<file path="config.mk">
export PLATFORM = sky130hd
export DESIGN_NAME = spm_port
export DESIGN_NICKNAME = d
export VERILOG_FILES = /design/src/spm_pkg.sv /design/src/spm_port.sv
export SDC_FILE = /design/constraint.sdc
export NUM_CORES = 1
export LEC_CHECK = 0
export BUFFER_PORTS_ARGS = -buffer_cell sky130_fd_sc_hd__buf_4
export CAP_MARGIN = 20
export CORE_ASPECT_RATIO = 1.25
export CORE_UTILIZATION = 30
export CTS_BUF_LIST = sky130_fd_sc_hd__clkbuf_4 sky130_fd_sc_hd__clkbuf_8
export DETAILED_ROUTE_END_ITERATION = 10
export PLACE_DENSITY = 0.53
export SYNTH_ARGS = -nofsm -noshare
export SYNTH_HDL_FRONTEND = slang
export SYNTH_SLANG_ARGS = --single-unit
</file>
<file path="constraint.sdc">
create_clock -name core_clk -period 3.58 [get_ports core_clk]
set_input_delay 0.895 -clock core_clk [delete_from_list [all_inputs] [get_ports core_clk]]
set_output_delay 0.895 -clock core_clk [all_outputs]
set_load 0.05 [all_outputs]
</file>
<file path="src/spm_pkg.sv">
/*
 * spm_pkg: shared constants and types for the seven-bit port pin mux.
 * Assumes a 32-bit APB slave with word-aligned registers.
 */
`default_nettype none
package spm_pkg;
    // register byte offsets
    localparam logic [11:0] SPM_OFF_LEVELS   = 12'h000;
    localparam logic [11:0] SPM_OFF_LATCH    = 12'h004;
    localparam logic [11:0] SPM_OFF_DIR      = 12'h008;
    localparam logic [11:0] SPM_OFF_ANA_LOW  = 12'h00c;
    localparam logic [11:0] SPM_OFF_ANA_HIGH = 12'h010;
    localparam logic [11:0] SPM_OFF_PERIPH   = 12'h014;
    // reset values
    localparam logic [7:0] SPM_RST_LATCH = 8'h00;
    localparam logic [7:0] SPM_RST_DIR   = 8'hfe;
    localparam logic [7:0] SPM_RST_ANA   = 8'hff;
    localparam logic [7:0] SPM_RST_PERIPH = 8'h00;
    // bit 0 of the port registers is not implemented
    localparam logic [7:0] SPM_PIN_MASK = 8'hfe;
    // peripheral-control register field positions
    localparam int SPM_PC_CMP2_EN  = 0;
    localparam int SPM_PC_CMP1_EN  = 1;
    localparam int SPM_PC_VREF_EN  = 2;
    localparam int SPM_PC_CHRG_EN  = 3;
    // pin positions of the special functions
    localparam int SPM_PIN_CMP2  = 1;
    localparam int SPM_PIN_CMP1  = 2;
    localparam int SPM_PIN_CHRG  = 3;
    localparam int SPM_PIN_VREF  = 5;
    localparam int SPM_PIN_SSEL  = 7;
    localparam int SPM_PIN_DELAY = 1;
    // analog channel of each pin 1..7 (index by pin)
    localparam int SPM_CHAN [1:7] = '{6, 7, 8, 9, 10, 11, 5};

    // pin drive bundle towards the pads
    typedef struct packed {
        logic [7:0] out;
        logic [7:0] oe;
    } spm_pad_t;

    // on-chip peripheral requests
    typedef struct packed {
        logic cmp_two_out;
        logic cmp_one_out;
        logic charge_drive;
    } spm_periph_t;
endpackage
`default_nettype wire

</file>
<file path="src/spm_port.sv">
/*
 * spm_port: seven-bit bidirectional port with analog select, comparator,
 * reference, slave-select, delay-input and charge-output multiplexing.
 * Assumes an APB master on core_clk and pad cells that combine out/oe.
 */
// The register offsets and the APB slave port were decided locally.

`timescale 1ns/1ps
`default_nettype none
module spm_port
(
    input  wire logic                 core_clk,
    input  wire logic                 sys_rst,
    input  wire logic                 psel,
    input  wire logic                 penable,
    input  wire logic                 pwrite,
    input  wire logic [11:0]          paddr,
    input  wire logic [31:0]          pwdata,
    input  wire logic [3:0]           pstrb,
    output logic                      pready,
    output logic      [31:0]          prdata,
    output logic                      pslverr,
    input  wire logic [7:0]           pad_in,
    output spm_pkg::spm_pad_t         pad,
    input  wire spm_pkg::spm_periph_t periph,
    output logic                      serial_slave_select_in,
    output logic                      charge_timer_delay_input,
    output logic      [15:0]          analog_channel_select_bit
);
    import spm_pkg::*;

    logic [7:0]  port_output_latch;
    logic [7:0]  port_direction;
    logic [7:0]  analog_select_low;
    logic [7:0]  analog_select_high;
    logic [7:0]  periph_ctrl;
    logic [7:0]  next_latch;
    logic [7:0]  next_dir;
    logic [7:0]  next_ana_low;
    logic [7:0]  next_ana_high;
    logic [7:0]  next_periph;
    logic [31:0] next_prdata;
    logic [7:0]  pin_meta;
    logic [7:0]  pin_sync;
    logic [7:0]  pin_analog;
    logic [7:0]  in_enable;
    logic [7:0]  port_pin_levels;
    logic [7:0]  next_out;
    logic [7:0]  next_oe;
    logic        wr_en;
    logic        rd_en;

    // true when the address names one of the mapped words
    function automatic logic spm_mapped(input logic [11:0] a);
        return (a == SPM_OFF_LEVELS) || (a == SPM_OFF_LATCH) || (a == SPM_OFF_DIR)
            || (a == SPM_OFF_ANA_LOW) || (a == SPM_OFF_ANA_HIGH) || (a == SPM_OFF_PERIPH);
    endfunction

    // zero-wait-state slave; unmapped addresses answer with pslverr
    // reads are decoded in the setup cycle so that prdata can come from a flop
    assign pready  = 1'b1;
    assign pslverr = psel && penable && !spm_mapped(paddr);
    assign wr_en   = psel && penable && pwrite && pstrb[0] && spm_mapped(paddr);
    assign rd_en   = psel && !penable && !pwrite;

    // analog select is a flat 16-bit vector, a set bit means analog
    assign analog_channel_select_bit = {analog_select_high, analog_select_low};

    // per-pin analog flag from its converter channel
    generate
        genvar gi;
        assign pin_analog[0] = 1'b0;
        for (gi = 1; gi <= 7; gi++)
        begin : g_pin
            assign pin_analog[gi] = analog_channel_select_bit[SPM_CHAN[gi]];
        end
    endgenerate

    // two-flop synchroniser on the pad inputs
    always_ff @(posedge core_clk)
    begin
        if (sys_rst)
        begin
            pin_meta <= 8'h00;
            pin_sync <= 8'h00;
        end
        else
        begin
            pin_meta <= pad_in;
            pin_sync <= pin_meta;
        end
    end

    // digital input buffer enabled only on digital inputs, reference pin excluded while the reference is enabled
    always_comb
    begin
        in_enable = port_direction & ~pin_analog & SPM_PIN_MASK;
        if (periph_ctrl[SPM_PC_VREF_EN])
            in_enable[SPM_PIN_VREF] = 1'b0;
        port_pin_levels = pin_sync & in_enable;
    end

    // alternate inputs: slave select ignores the direction bit but is gated by analog select, direction set by software
    assign serial_slave_select_in   = pin_sync[SPM_PIN_SSEL] & ~pin_analog[SPM_PIN_SSEL];
    assign charge_timer_delay_input = pin_sync[SPM_PIN_DELAY] & in_enable[SPM_PIN_DELAY];

    // pad drive: latch unless a peripheral takes over; analog select does not gate it
    always_comb
    begin
        next_oe  = ~port_direction & SPM_PIN_MASK;
        next_out = port_output_latch & SPM_PIN_MASK;
        if (periph_ctrl[SPM_PC_CMP2_EN] && !port_direction[SPM_PIN_CMP2])
            next_out[SPM_PIN_CMP2] = periph.cmp_two_out;
        if (periph_ctrl[SPM_PC_CMP1_EN] && !port_direction[SPM_PIN_CMP1])
            next_out[SPM_PIN_CMP1] = periph.cmp_one_out;
        if (periph_ctrl[SPM_PC_CHRG_EN])
        begin
            next_oe[SPM_PIN_CHRG]  = 1'b1;
            next_out[SPM_PIN_CHRG] = periph.charge_drive;
        end
        if (periph_ctrl[SPM_PC_VREF_EN])
        begin
            next_oe[SPM_PIN_VREF]  = 1'b0;
            next_out[SPM_PIN_VREF] = 1'b0;
        end
    end

    // pad drive is registered so glitches from the mux never reach the pins
    always_ff @(posedge core_clk)
    begin
        if (sys_rst)
        begin
            pad.out <= 8'h00;
            pad.oe  <= 8'h00;
        end
        else
        begin
            pad.out <= next_out;
            pad.oe  <= next_oe;
        end
    end

    // register write decode; writes to the level word land in the latch
    always_comb
    begin
        next_latch    = port_output_latch;
        next_dir      = port_direction;
        next_ana_low  = analog_select_low;
        next_ana_high = analog_select_high;
        next_periph   = periph_ctrl;
        if (wr_en)
        begin
            case (paddr)
                SPM_OFF_LEVELS:   next_latch    = pwdata[7:0] & SPM_PIN_MASK;
                SPM_OFF_LATCH:    next_latch    = pwdata[7:0] & SPM_PIN_MASK;
                SPM_OFF_DIR:      next_dir      = pwdata[7:0] & SPM_PIN_MASK;
                SPM_OFF_ANA_LOW:  next_ana_low  = pwdata[7:0];
                SPM_OFF_ANA_HIGH: next_ana_high = pwdata[7:0];
                SPM_OFF_PERIPH:   next_periph   = pwdata[7:0];
                default:          next_latch    = port_output_latch;
            endcase
        end
    end

    // read mux; unmapped reads return zero
    always_comb
    begin
        next_prdata = 32'h0000_0000;
        if (rd_en)
        begin
            case (paddr)
                SPM_OFF_LEVELS:   next_prdata = {24'h000000, port_pin_levels};
                SPM_OFF_LATCH:    next_prdata = {24'h000000, port_output_latch};
                SPM_OFF_DIR:      next_prdata = {24'h000000, port_direction};
                SPM_OFF_ANA_LOW:  next_prdata = {24'h000000, analog_select_low};
                SPM_OFF_ANA_HIGH: next_prdata = {24'h000000, analog_select_high};
                SPM_OFF_PERIPH:   next_prdata = {24'h000000, periph_ctrl};
                default:          next_prdata = 32'h0000_0000;
            endcase
        end
    end
    // read data registered at the end of setup, standing through the access cycle;
    // the price is a pin level one cycle older than the access edge
    always_ff @(posedge core_clk)
    begin
        if (sys_rst)
            prdata <= 32'h0000_0000;
        else
            prdata <= next_prdata;
    end

    // control registers; reset puts every pin in analog input mode
    always_ff @(posedge core_clk)
    begin
        if (sys_rst)
        begin
            port_output_latch  <= SPM_RST_LATCH;
            port_direction     <= SPM_RST_DIR;
            analog_select_low  <= SPM_RST_ANA;
            analog_select_high <= SPM_RST_ANA;
            periph_ctrl        <= SPM_RST_PERIPH;
        end
        else
        begin
            port_output_latch  <= next_latch;
            port_direction     <= next_dir;
            analog_select_low  <= next_ana_low;
            analog_select_high <= next_ana_high;
            periph_ctrl        <= next_periph;
        end
    end
endmodule
`default_nettype wire

</file>
**After elaboration in Yosys (flattened, before gate mapping)**

Cells that the tools add are included.
W data, S select, Z words.

- Equality and inequality tests: 5
- Multiplexer cells: 6
- Bitwise logic cells: 8
- Reduce and logical (&&, ||, !) cells: 28

Operators by type and width:

| kind | count |
|---|---|
| $pmux W8 S6 | 1 |
| $eq A12 B4 Y1 const B | 2 |
| $eq A12 B5 Y1 const B | 2 |
| $and A8 B8 Y8 | 2 |
| $not A8 Y8 | 2 |
| $eq A12 B3 Y1 const B | 1 |
| $logic_not A12 Y1 | 1 |
| $reduce_and A2 Y1 | 5 |
| $logic_and A1 B1 Y1 | 9 |
| $reduce_or A2 Y1 | 3 |
| $logic_not A1 Y1 | 5 |
| $logic_or A1 B1 Y1 | 5 |
| $mux W1 | 5 |
| $and A1 B1 Y1 | 2 |
| $not A1 Y1 | 2 |

- Bits in registers: 102
- Bits of input ports: 64
- Output and inout port bits: 68
- Word-level logic and storage cells: 61

**Logic depth before layout (Yosys ltp)**

Gate-level depths: netlist of run 1.

- Word-level depth: 8
- Gate-level depth with buffers: 6
- Depth with buffers taken out: 4

**Worst setup path after synthesis of run 1**

No wires, ideal clock.

- Path type: input-to-output
- From: input paddr[9]
- To: output pslverr
- Arrival time: 2.168 ns
- Required time: 2.685 ns
- Path slack: 0.517 ns
- Cell stages on the path: 4
- Buffers on the path: 1
- Cell sequence: or4_4 buf_6 a2111oi_0 nor2_1

- Longest elaborated chain between the ends: 8
- Elaborated cells on any way between the ends: 13
- Those cells by class: eq/ne (5); reduce/logical (8)

Ends and longest elaborated chain:

| element | RTL line | text |
|---|---|---|
| start, declared | spm_port.sv:17 | `input wire logic [11:0] paddr,` |
| $eq A12 B3 Y1 or $logic_not A12 Y1 (tied branches) | spm_port.sv:55 | `return (a == SPM_OFF_LEVELS) \|\| (a == SPM_OFF_LATCH) \|\| (a == SPM_OFF_DIR)` |
| $logic_or A1 B1 Y1 (2 in a row) | spm_port.sv:55 |  |
| $logic_or A1 B1 Y1 (2 in a row) | spm_port.sv:56 | `\|\| (a == SPM_OFF_ANA_LOW) \|\| (a == SPM_OFF_ANA_HIGH) \|\| (a == SPM_OFF_PERIPH);` |
| $logic_or A1 B1 Y1 * | spm_port.sv:56 |  |
| $logic_not A1 Y1 * | spm_port.sv:62 | `assign pslverr = psel && penable && !spm_mapped(paddr);` |
| $logic_and A1 B1 Y1 * | spm_port.sv:62 |  |
| end, declared | spm_port.sv:22 | `output logic pslverr,` |

Mark *: on every way between the ends. The rest lies on a longest branch, timed or not.

**Worst setup path in the final report of run 1**

- From: input paddr[0]
- To: output pslverr

Same word-level chain as after synthesis.

==> qor.yml, run 1 <==
grt_pass1_wl_mm: 11.90
clk_latency_ps: 340
finalHoldViolations: 0
yosys_warnings: 0
slew_headroom: 0.5175
leakage_nw: 1.785
grt-ovfl-total: 0
critPathKind: "primary input to primary output"
numPortBuffers: 76
worstSetupEndpointType: "primary output"
initial_core_util: 0.3129
power.switching_w: 0.0003975
first_pass_iters: 4
yosys.area_share.adder: 0
ios: 132
maxCapViolations: 0
synthTopCellsByArea: "dfxtp_1 46%, mux2i_1 9.4%, buf_4 6.6%, nor2b_1 5.3%, nor2_1 4.7%"
synthSimpleGateAreaFrac: 0.2166
final.min_clock_period_ps: 3145
synth_top_family_by_area: "simple AND/OR/NAND/NOR gates"
finish.net_count: 456
postRouteAntennaNets: 0
drc: 0
die_area_um2: 11070
rsz0062_at_grt: "false"
clock_skew_ps: 4.351
htreeDepth: 3
clock-sinks: 74
grt_pass1_vias: 2232
ys_seq_area_frac: 0.4638
clockBufferDepth: 2
critPathLaunchType: "primary input"
setup_viol: 0
ir_worst_vdd_mv: 0.2233
swShare: 0.2319
synthToLayoutAreaGrowth_pct: 23.97
fp.dieH_um: 117.4
finalCritPeriodShare: 0.8785
synth_mux_area_frac: 0.1222
cp_num_buf_inv: 2
synth_top_cell_by_area: "dfxtp_1"
grt_util_all_layers: 0.1418
power_frac_clock: 0.425
rows: 41
pwr-share-seq: 0.485
gp_congestion: 0.7958
drt_iter0_drc: 80
syn_inst: 323
hold_class: "flip-flop to flip-flop"
core_um2: 10210
syn_area_um2: 3194
antenna_found_initial: 0
synth-seq-cells: 74
synthDominantCellAreaShare: 0.4638
post_cts_buffers: 0
cts_hold_buf: 0
post-place-ws_ps: 416.0
tritoncts: "yes"
crit_chain: "buf_4 -> or4_4 -> a2111oi_0 -> nor2_1 -> buf_4"
fmax_ghz: 0.3180
fin_ws_ps: 435.0
die_w_um: 94.30
setup_tns_ps: 0
power_frac_comb: 0.091
synth_xor_area_frac: 0
p_int_w: 0.001317
crit_fanout: 4
avgSynthCellArea_um2: 9.890
pwr_density_cell_nw_per_um2: 433.0
finalWirelength_mm: 7.654
synth_compound_area_frac: 0.09557
slowest_delay_ps: 560
worstMarginPinSlew_ps: 723.8
root_buffer: "clkbuf_8"
vias: 2393
timing.final.max_slew_violations: 0
hpwlAfterDp_mm: 5.677
cp_slowest_cell: "or4_4"
finalPower_w: 0.001715
vias_per_cell: 4.549
crit_top_cell: "buf_4"
cp_top_family: "simple AND/OR/NAND/NOR gates"
path_clk_slew_ps: 70
drive_above_1_share: 0.3023
cp.required_ps: 2680
worstPathArrival_ps: 2250
synth_cell_types: 47
cts_resized: 0
wl_per_cell_um: 14.55
cts_buffers: 9
grt_max_degree: 74
status: "finished, final reports clean"
diodes: 0
## cells in the final DEF (no fill, tap or decap), types with 5 or more instances in the layout
| cell type | count |
|---|---|
| nand2b_1 | 5 |
| nand2_1 | 8 |
| mux2_2 | 8 |
| buf_4 | 79 |
| conb_1 | 27 |
| a21oi_1 | 9 |
| nand3_1 | 8 |
| dfxtp_1 | 74 |
| clkbuf_8 | 10 |
| mux2i_1 | 30 |
| a211oi_1 | 6 |
| o21ai_0 | 12 |
| nor2b_1 | 27 |
| nor2_1 | 40 |
| o211ai_1 | 5 |
## cell type report
class,instances,area [um2]
Clock inverter,2,60.06
Timing Repair Buffer,79,593.1
Inverter,2,7.507
Tap cell,129,161.4
Sequential cell,74,1481
Clock buffer,14,167.7
Fill cell,1029,6248
Multi-Input combinational cell,226,1489
## flip-flops by register name (all words and copies together) (netlist names)
name and cells:
pad 14, port_output_latch 7, pin_sync 7, analog_select_high 8
pin_meta 7, analog_select_low 8, periph_ctrl 8, prdata 8
port_direction 7
## layer usage
layer / wire length, um / share of wire / global-route usage
met5: 0 / 0 / 0
met1: 3361 / 0.44 / 0.1790
met3: 363 / 0.047 / 0.04280
met2: 3839 / 0.50 / 0.2296
met4: 90 / 0.012 / 0.04135
## Yosys cell counts, drive strengths merged
cell / number
a31oi: 1
dfxtp: 74
mux2: 8
or4b: 1
a221o: 5
inv: 2
nor2b: 27
mux2i: 30
nor4: 1
clkbuf: 12
and3b: 2
o22ai: 1
nor2: 40
nand2b: 5
conb: 2
o211ai: 5
buf: 34
a22oi: 1
or2: 2
a21oi: 9
and2: 2
nand3: 9
or3: 1
nor3b: 1
a211o: 1
nor4b: 1
nor3: 6
a211oi: 6
or4: 3
o32a: 1
and3: 1
nand2: 8
nand4: 3
a2111oi: 2
o21ai: 12
nand4b: 4
## cell families after synthesis
| family | count (synthesis) |
|---|---|
| flip-flops | 74 |
| other | 2 |
| AND/OR/NAND/NOR | 117 |
| buffers and inverters | 48 |
| AO/OA/AOI/OAI | 44 |
| multiplexers | 38 |
## worst register-to-register path: stages (launching register included)
cell     delay [ps]
dfxtp_1         390
and3b_1         240
a211o_1         260
a22oi_1         220
nor2_1           60
## power groups by stage
| stage | Clock (W) | Combinational [W] | Sequential (W) |
|---|---|---|---|
| final | 0.000728 | 0.000155 | 0.000831 |
| after global routing | 0.000779 | 0.000165 | 0.000831 |
| after CTS | 0.000746 | 0.000155 | 0.000831 |
| after detailed placement | 0 | 0.000155 | 0.000850 |
| after global placement | 0 | 0.000154 | 0.000850 |
| after floorplan | 0 | 0.000134 | 0.000850 |
## worst paths after layout
check	from	endpoint	slack (ps)	depth (start not counted)
setup / recovery	paddr[0]	pslverr	440	5
hold / removal	pin_meta[4]	pin_sync[4]	440	1
setup reg to reg	analog_select_low[6]	prdata[1]	2280	4
hold reg to reg	pin_meta[4]	pin_sync[4]	440	1
## metrics by stage
stage | hold WS [ps] | std cells | util | area, um2
2_1_floorplan | 404.2 | 348 | - | 3288
3_3_place_gp | 417.6 | 510 | 0.3656 | 3732
3_5_place_dp | 423.3 | 510 | 0.3656 | 3732
4_1_cts | 440.4 | 526 | 0.3879 | 3960
5_1_grt | 457.6 | 526 | 0.3879 | 3960
6_report | 440.3 | 526 | 0.3879 | 3960
(Power assumes the default switching activity.)
==> run 2: changes to the inputs <==
--- a/config.mk
+++ b/config.mk
@@ -8,10 +8,10 @@
 export BUFFER_PORTS_ARGS = -buffer_cell sky130_fd_sc_hd__buf_4
 export CAP_MARGIN = 20
 export CORE_ASPECT_RATIO = 1.25
-export CORE_UTILIZATION = 30
+export CORE_UTILIZATION = 53
 export CTS_BUF_LIST = sky130_fd_sc_hd__clkbuf_4 sky130_fd_sc_hd__clkbuf_8
 export DETAILED_ROUTE_END_ITERATION = 10
-export PLACE_DENSITY = 0.53
+export PLACE_DENSITY = 0.86
 export SYNTH_ARGS = -nofsm -noshare
 export SYNTH_HDL_FRONTEND = slang
 export SYNTH_SLANG_ARGS = --single-unit
==> run 2 against run 1 <==
Largest cell class unchanged; power shrank 1.3%; via count up 3.4%; wire length is 9.3% lower; largest power group unchanged; critical path depth stayed put; cell count down 12%; flip-flop and latch count unchanged; worst setup slack worse by 62 ps; global-route usage is 8.2 points higher.
==> qor.yml, run 2 (synthesis gave the netlist of run 1 again) <==
status: "finished, final reports clean"
p_int_w: 0.001290
cp.required_ps: 2680
ir_worst_vdd_mv: 0.2657
ios: 132
root_buffer: "clkbuf_8"
hpwlAfterDp_mm: 4.979
initial_core_util: 0.5490
clock-sinks: 74
power_frac_comb: 0.091
power.switching_w: 0.0004020
final_common_cell: "buf_4"
final.min_clock_period_ps: 3207
path_clk_slew_ps: 70
fin_cells: 462
postRouteAntennaNets: 0
cp_top_family: "simple AND/OR/NAND/NOR gates"
drt_iter0_drc: 237
grt_util_all_layers: 0.2242
placed_cells: 446
die_area_um2: 6343
tritoncts: "yes"
cp_slowest_cell: "or4_4"
cts_buffers: 9
post_cts_buffers: 0
setup_viol: 0
core_um2: 5818
leakage_nw: 1.775
finalWirelength_mm: 6.942
slowest_delay_ps: 620
grt_max_degree: 74
crit_fanout: 10
synthToLayoutAreaGrowth_pct: 21.11
fp.dieH_um: 88.80
numPortBuffers: 76
timing.final.max_slew_violations: 0
hold_class: "flip-flop to flip-flop"
finalPower_w: 0.001692
critPathLaunchType: "primary input"
vias_per_cell: 5.357
grt_pass1_wl_mm: 10.73
critPathKind: "primary input to primary output"
fmax_ghz: 0.3119
fin_ws_ps: 373.4
rsz0062_at_grt: "false"
largest-register: "pad"
largest_reg_flops: 14
gp_congestion: 0.8512
pwr-share-seq: 0.491
use_met1: 0.2592
htreeDepth: 3
clk_latency_ps: 340
worstSetupEndpointType: "primary output"
diodes: 0
finalHoldViolations: 0
fillers: 456
slew_headroom: 0.5446
wl_per_cell_um: 15.03
die_w_um: 71.44
worstMarginPinSlew_ps: 683.2
drc: 0
clock_skew_ps: 3.279
cp_num_buf_inv: 2
vias: 2475
seq_area_um2: 1481
finish.net_count: 455
busiest_layer: "met2"
grt_pass1_vias: 2276
clockBufferDepth: 2
drive_above_1_share: 0.3005
first_pass_iters: 4
setup_tns_ps: 0
multiInputGateArea_um2: 1489
antenna_found_initial: 0
power_frac_clock: 0.418
use_met3: 0.04100
rows: 31
maxCapViolations: 0
swShare: 0.2376
worstPathArrival_ps: 2310
cts_hold_buf: 0
crit_top_cell: "buf_4"
crit_chain: "buf_4 -> or4_4 -> a2111oi_0 -> nor2_1 -> buf_4"
finalCritPeriodShare: 0.8957
cts_resized: 0
grt_use_met2: 0.3957
mostFrequentLayoutCells: "78 x buf_4, 74 x dfxtp_1, 40 x nor2_1"
post-place-ws_ps: 372.8
grt-ovfl-total: 0
pwr_density_cell_nw_per_um2: 437.3
run 2: path summary, 6_finish.rpt:
| path | slack [ps] | cells after the start | from | endpoint |
|---|---|---|---|---|
| setup reg to reg | 2270 | 4 | analog_select_low[6] | prdata[1] |
| hold / removal | 440 | 1 | pin_meta[1] | pin_sync[1] |
| setup / recovery | 370 | 5 | paddr[9] | pslverr |
| hold reg to reg | 440 | 1 | pin_meta[1] | pin_sync[1] |
run 2: per-stage QoR:
stage	hold slack (ps)	utilization	cell area [um2]
detailed placement	426.6	0.6267	3646
global placement	417.6	0.6267	3646
global route	465.6	0.6649	3869
CTS	441.7	0.6649	3869
floorplan	404.2	-	3288
finish	440.1	0.6649	3869
run 2: per-layer routing:
layer,vias up,part of all wire
met5,-,0
met3,16,0.048
met2,110,0.51
li1,1201,-
met4,0,0.028
met1,1148,0.41
run 2: final cells by class:
class / instances / share of cell area
Multi-Input combinational cell: 226 / 0.3849
Clock buffer: 11 / 0.03752
Tap cell: 66 / 0.02135
Timing Repair Buffer: 78 / 0.1514
Inverter: 2 / 0.001940
Clock inverter: 5 / 0.02005
Sequential cell: 74 / 0.3829
run 2: power by group through the flow:
stage               Sequential [W]  Clock (W)  Combinational (W)
finish                    0.000831   0.000707           0.000154
floorplan                 0.000850          0           0.000134
global route              0.000832   0.000753           0.000162
global placement          0.000850          0           0.000150
CTS                       0.000831   0.000714           0.000153
detailed placement        0.000850          0           0.000152
==> run 3: changes to the inputs <==
--- a/config.mk
+++ b/config.mk
@@ -11,7 +11,8 @@
 export CORE_UTILIZATION = 53
 export CTS_BUF_LIST = sky130_fd_sc_hd__clkbuf_4 sky130_fd_sc_hd__clkbuf_8
 export DETAILED_ROUTE_END_ITERATION = 10
-export PLACE_DENSITY = 0.86
+export PLACE_DENSITY_LB_ADDON = 0.3
+export RECOVER_POWER = 25
 export SYNTH_ARGS = -nofsm -noshare
 export SYNTH_HDL_FRONTEND = slang
 export SYNTH_SLANG_ARGS = --single-unit
==> run 3 against run 2 <==
First-iteration DRC count shrank 0.84%; cell count decreased by 0.22%; combinational power about the same; largest power group unchanged; maximum frequency down 0.10%.
==> qor.yml, run 3 (synthesis gave the netlist of run 1 again) <==
finalPower_w: 0.001562
finalHoldViolations: 0
synthToLayoutAreaGrowth_pct: 19.51
slew_headroom: 0.1192
first_pass_iters: 4
mostFrequentLayoutCells: "76 x buf_4, 74 x dfxtp_1, 40 x nor2_1"
postRouteAntennaNets: 0
clock-sinks: 74
cp.required_ps: 2680
cts_resized: 0
path_clk_slew_ps: 70
grt_pass1_vias: 2258
finalWirelength_mm: 6.793
final_area_um2: 3817
fmax_ghz: 0.3115
rows: 31
hold_class: "flip-flop to flip-flop"
worstMarginPinSlew_ps: 1321
grt_max_degree: 74
antenna_found_initial: 0
maxCapViolations: 0
clock_skew_ps: 8.412
timing.final.max_slew_violations: 0
finalCritPeriodShare: 0.8966
whs_ps: 434.9
worstSetupEndpointType: "primary output"
numPortBuffers: 76
cts_buffers: 9
core_um2: 5818
largest_reg_flops: 14
tritoncts: "yes"
grt_pass1_wl_mm: 10.85
leakage_nw: 1.757
finish.net_count: 455
vias_per_cell: 5.380
fillers: 471
post-place-ws_ps: 385.3
clk_latency_ps: 350
initial_core_util: 0.5490
worstPathArrival_ps: 2310
vias: 2480
post_cts_buffers: 0
drc: 0
critPathKind: "primary input to primary output"
fp.dieH_um: 88.80
ios: 132
fin_ws_ps: 370.2
largest-register: "pad"
drive_above_1_share: 0.2987
wl_per_cell_um: 14.74
drt_iter0_drc: 235
grt_util_all_layers: 0.2263
root_buffer: "clkbuf_8"
setup_tns_ps: 0
ir_worst_vdd_mv: 0.3166
gp_congestion: 0.8591
setup_viol: 0
die_w_um: 71.44
hpwlAfterDp_mm: 4.951
final_common_cell: "buf_4"
final.min_clock_period_ps: 3210
die_area_um2: 6343
critPathLaunchType: "primary input"
crit_fanout: 10
diodes: 0
grt-ovfl-total: 0
clockBufferDepth: 2
htreeDepth: 3
rsz0062_at_grt: "false"
status: "finished, final reports clean"
placed_area_um2: 3646
pwr_density_cell_nw_per_um2: 409.3
cts_hold_buf: 0
-- run 3: cell type report --
type / count / area (um2) / share of cell area
repair buffers: 78 / 583.1 / 0.1527
multi-input cells: 226 / 1489 / 0.3900
well taps: 66 / 82.58 / 0.02163
flip-flops and latches: 74 / 1481 / 0.3881
inverters: 2 / 7.507 / 0.001967
clock inverters: 3 / 15.01 / 0.003933
clock buffers: 12 / 158.9 / 0.04163
-- run 3: path summary, 6_finish.rpt --
kind / startpoint / to / slack [ps] / cells after the start
hold reg to reg: port_direction[4] / pad[4] / 430 / 1
setup / recovery: paddr[9] / pslverr / 370 / 5
setup reg to reg: analog_select_low[6] / prdata[1] / 2300 / 4
hold / removal: port_direction[4] / pad[4] / 430 / 1
-- run 3: routing by layer --
layer  vias up  track usage  part of all wire  routed length (um)
met5         -            0                 0                   0
met4         0       0.1200             0.019                 130
met3        10      0.05695             0.054                 368
met2        82       0.3697              0.49                3355
met1      1189       0.2759              0.43                2939
li1       1199            -                 -                   -
-- run 3: per-stage QoR --
step	instances	utilization
3_5_place_dp	446	0.6267
6_report	461	0.6561
2_1_floorplan	348	-
4_1_cts	461	0.6566
5_1_grt	461	0.6561
3_3_place_gp	446	0.6267
-- run 3: report_power, final --
part	internal, W	switching [W]
registers	0.000830	0.00000137
logic	0.0000431	0.000110
clock network	0.000290	0.000288
-- run 3: critical path, cell delays in order --
cell and delay (ps):
buf_4 110, or4_4 620, a2111oi_0 420, nor2_1 80
buf_4 200
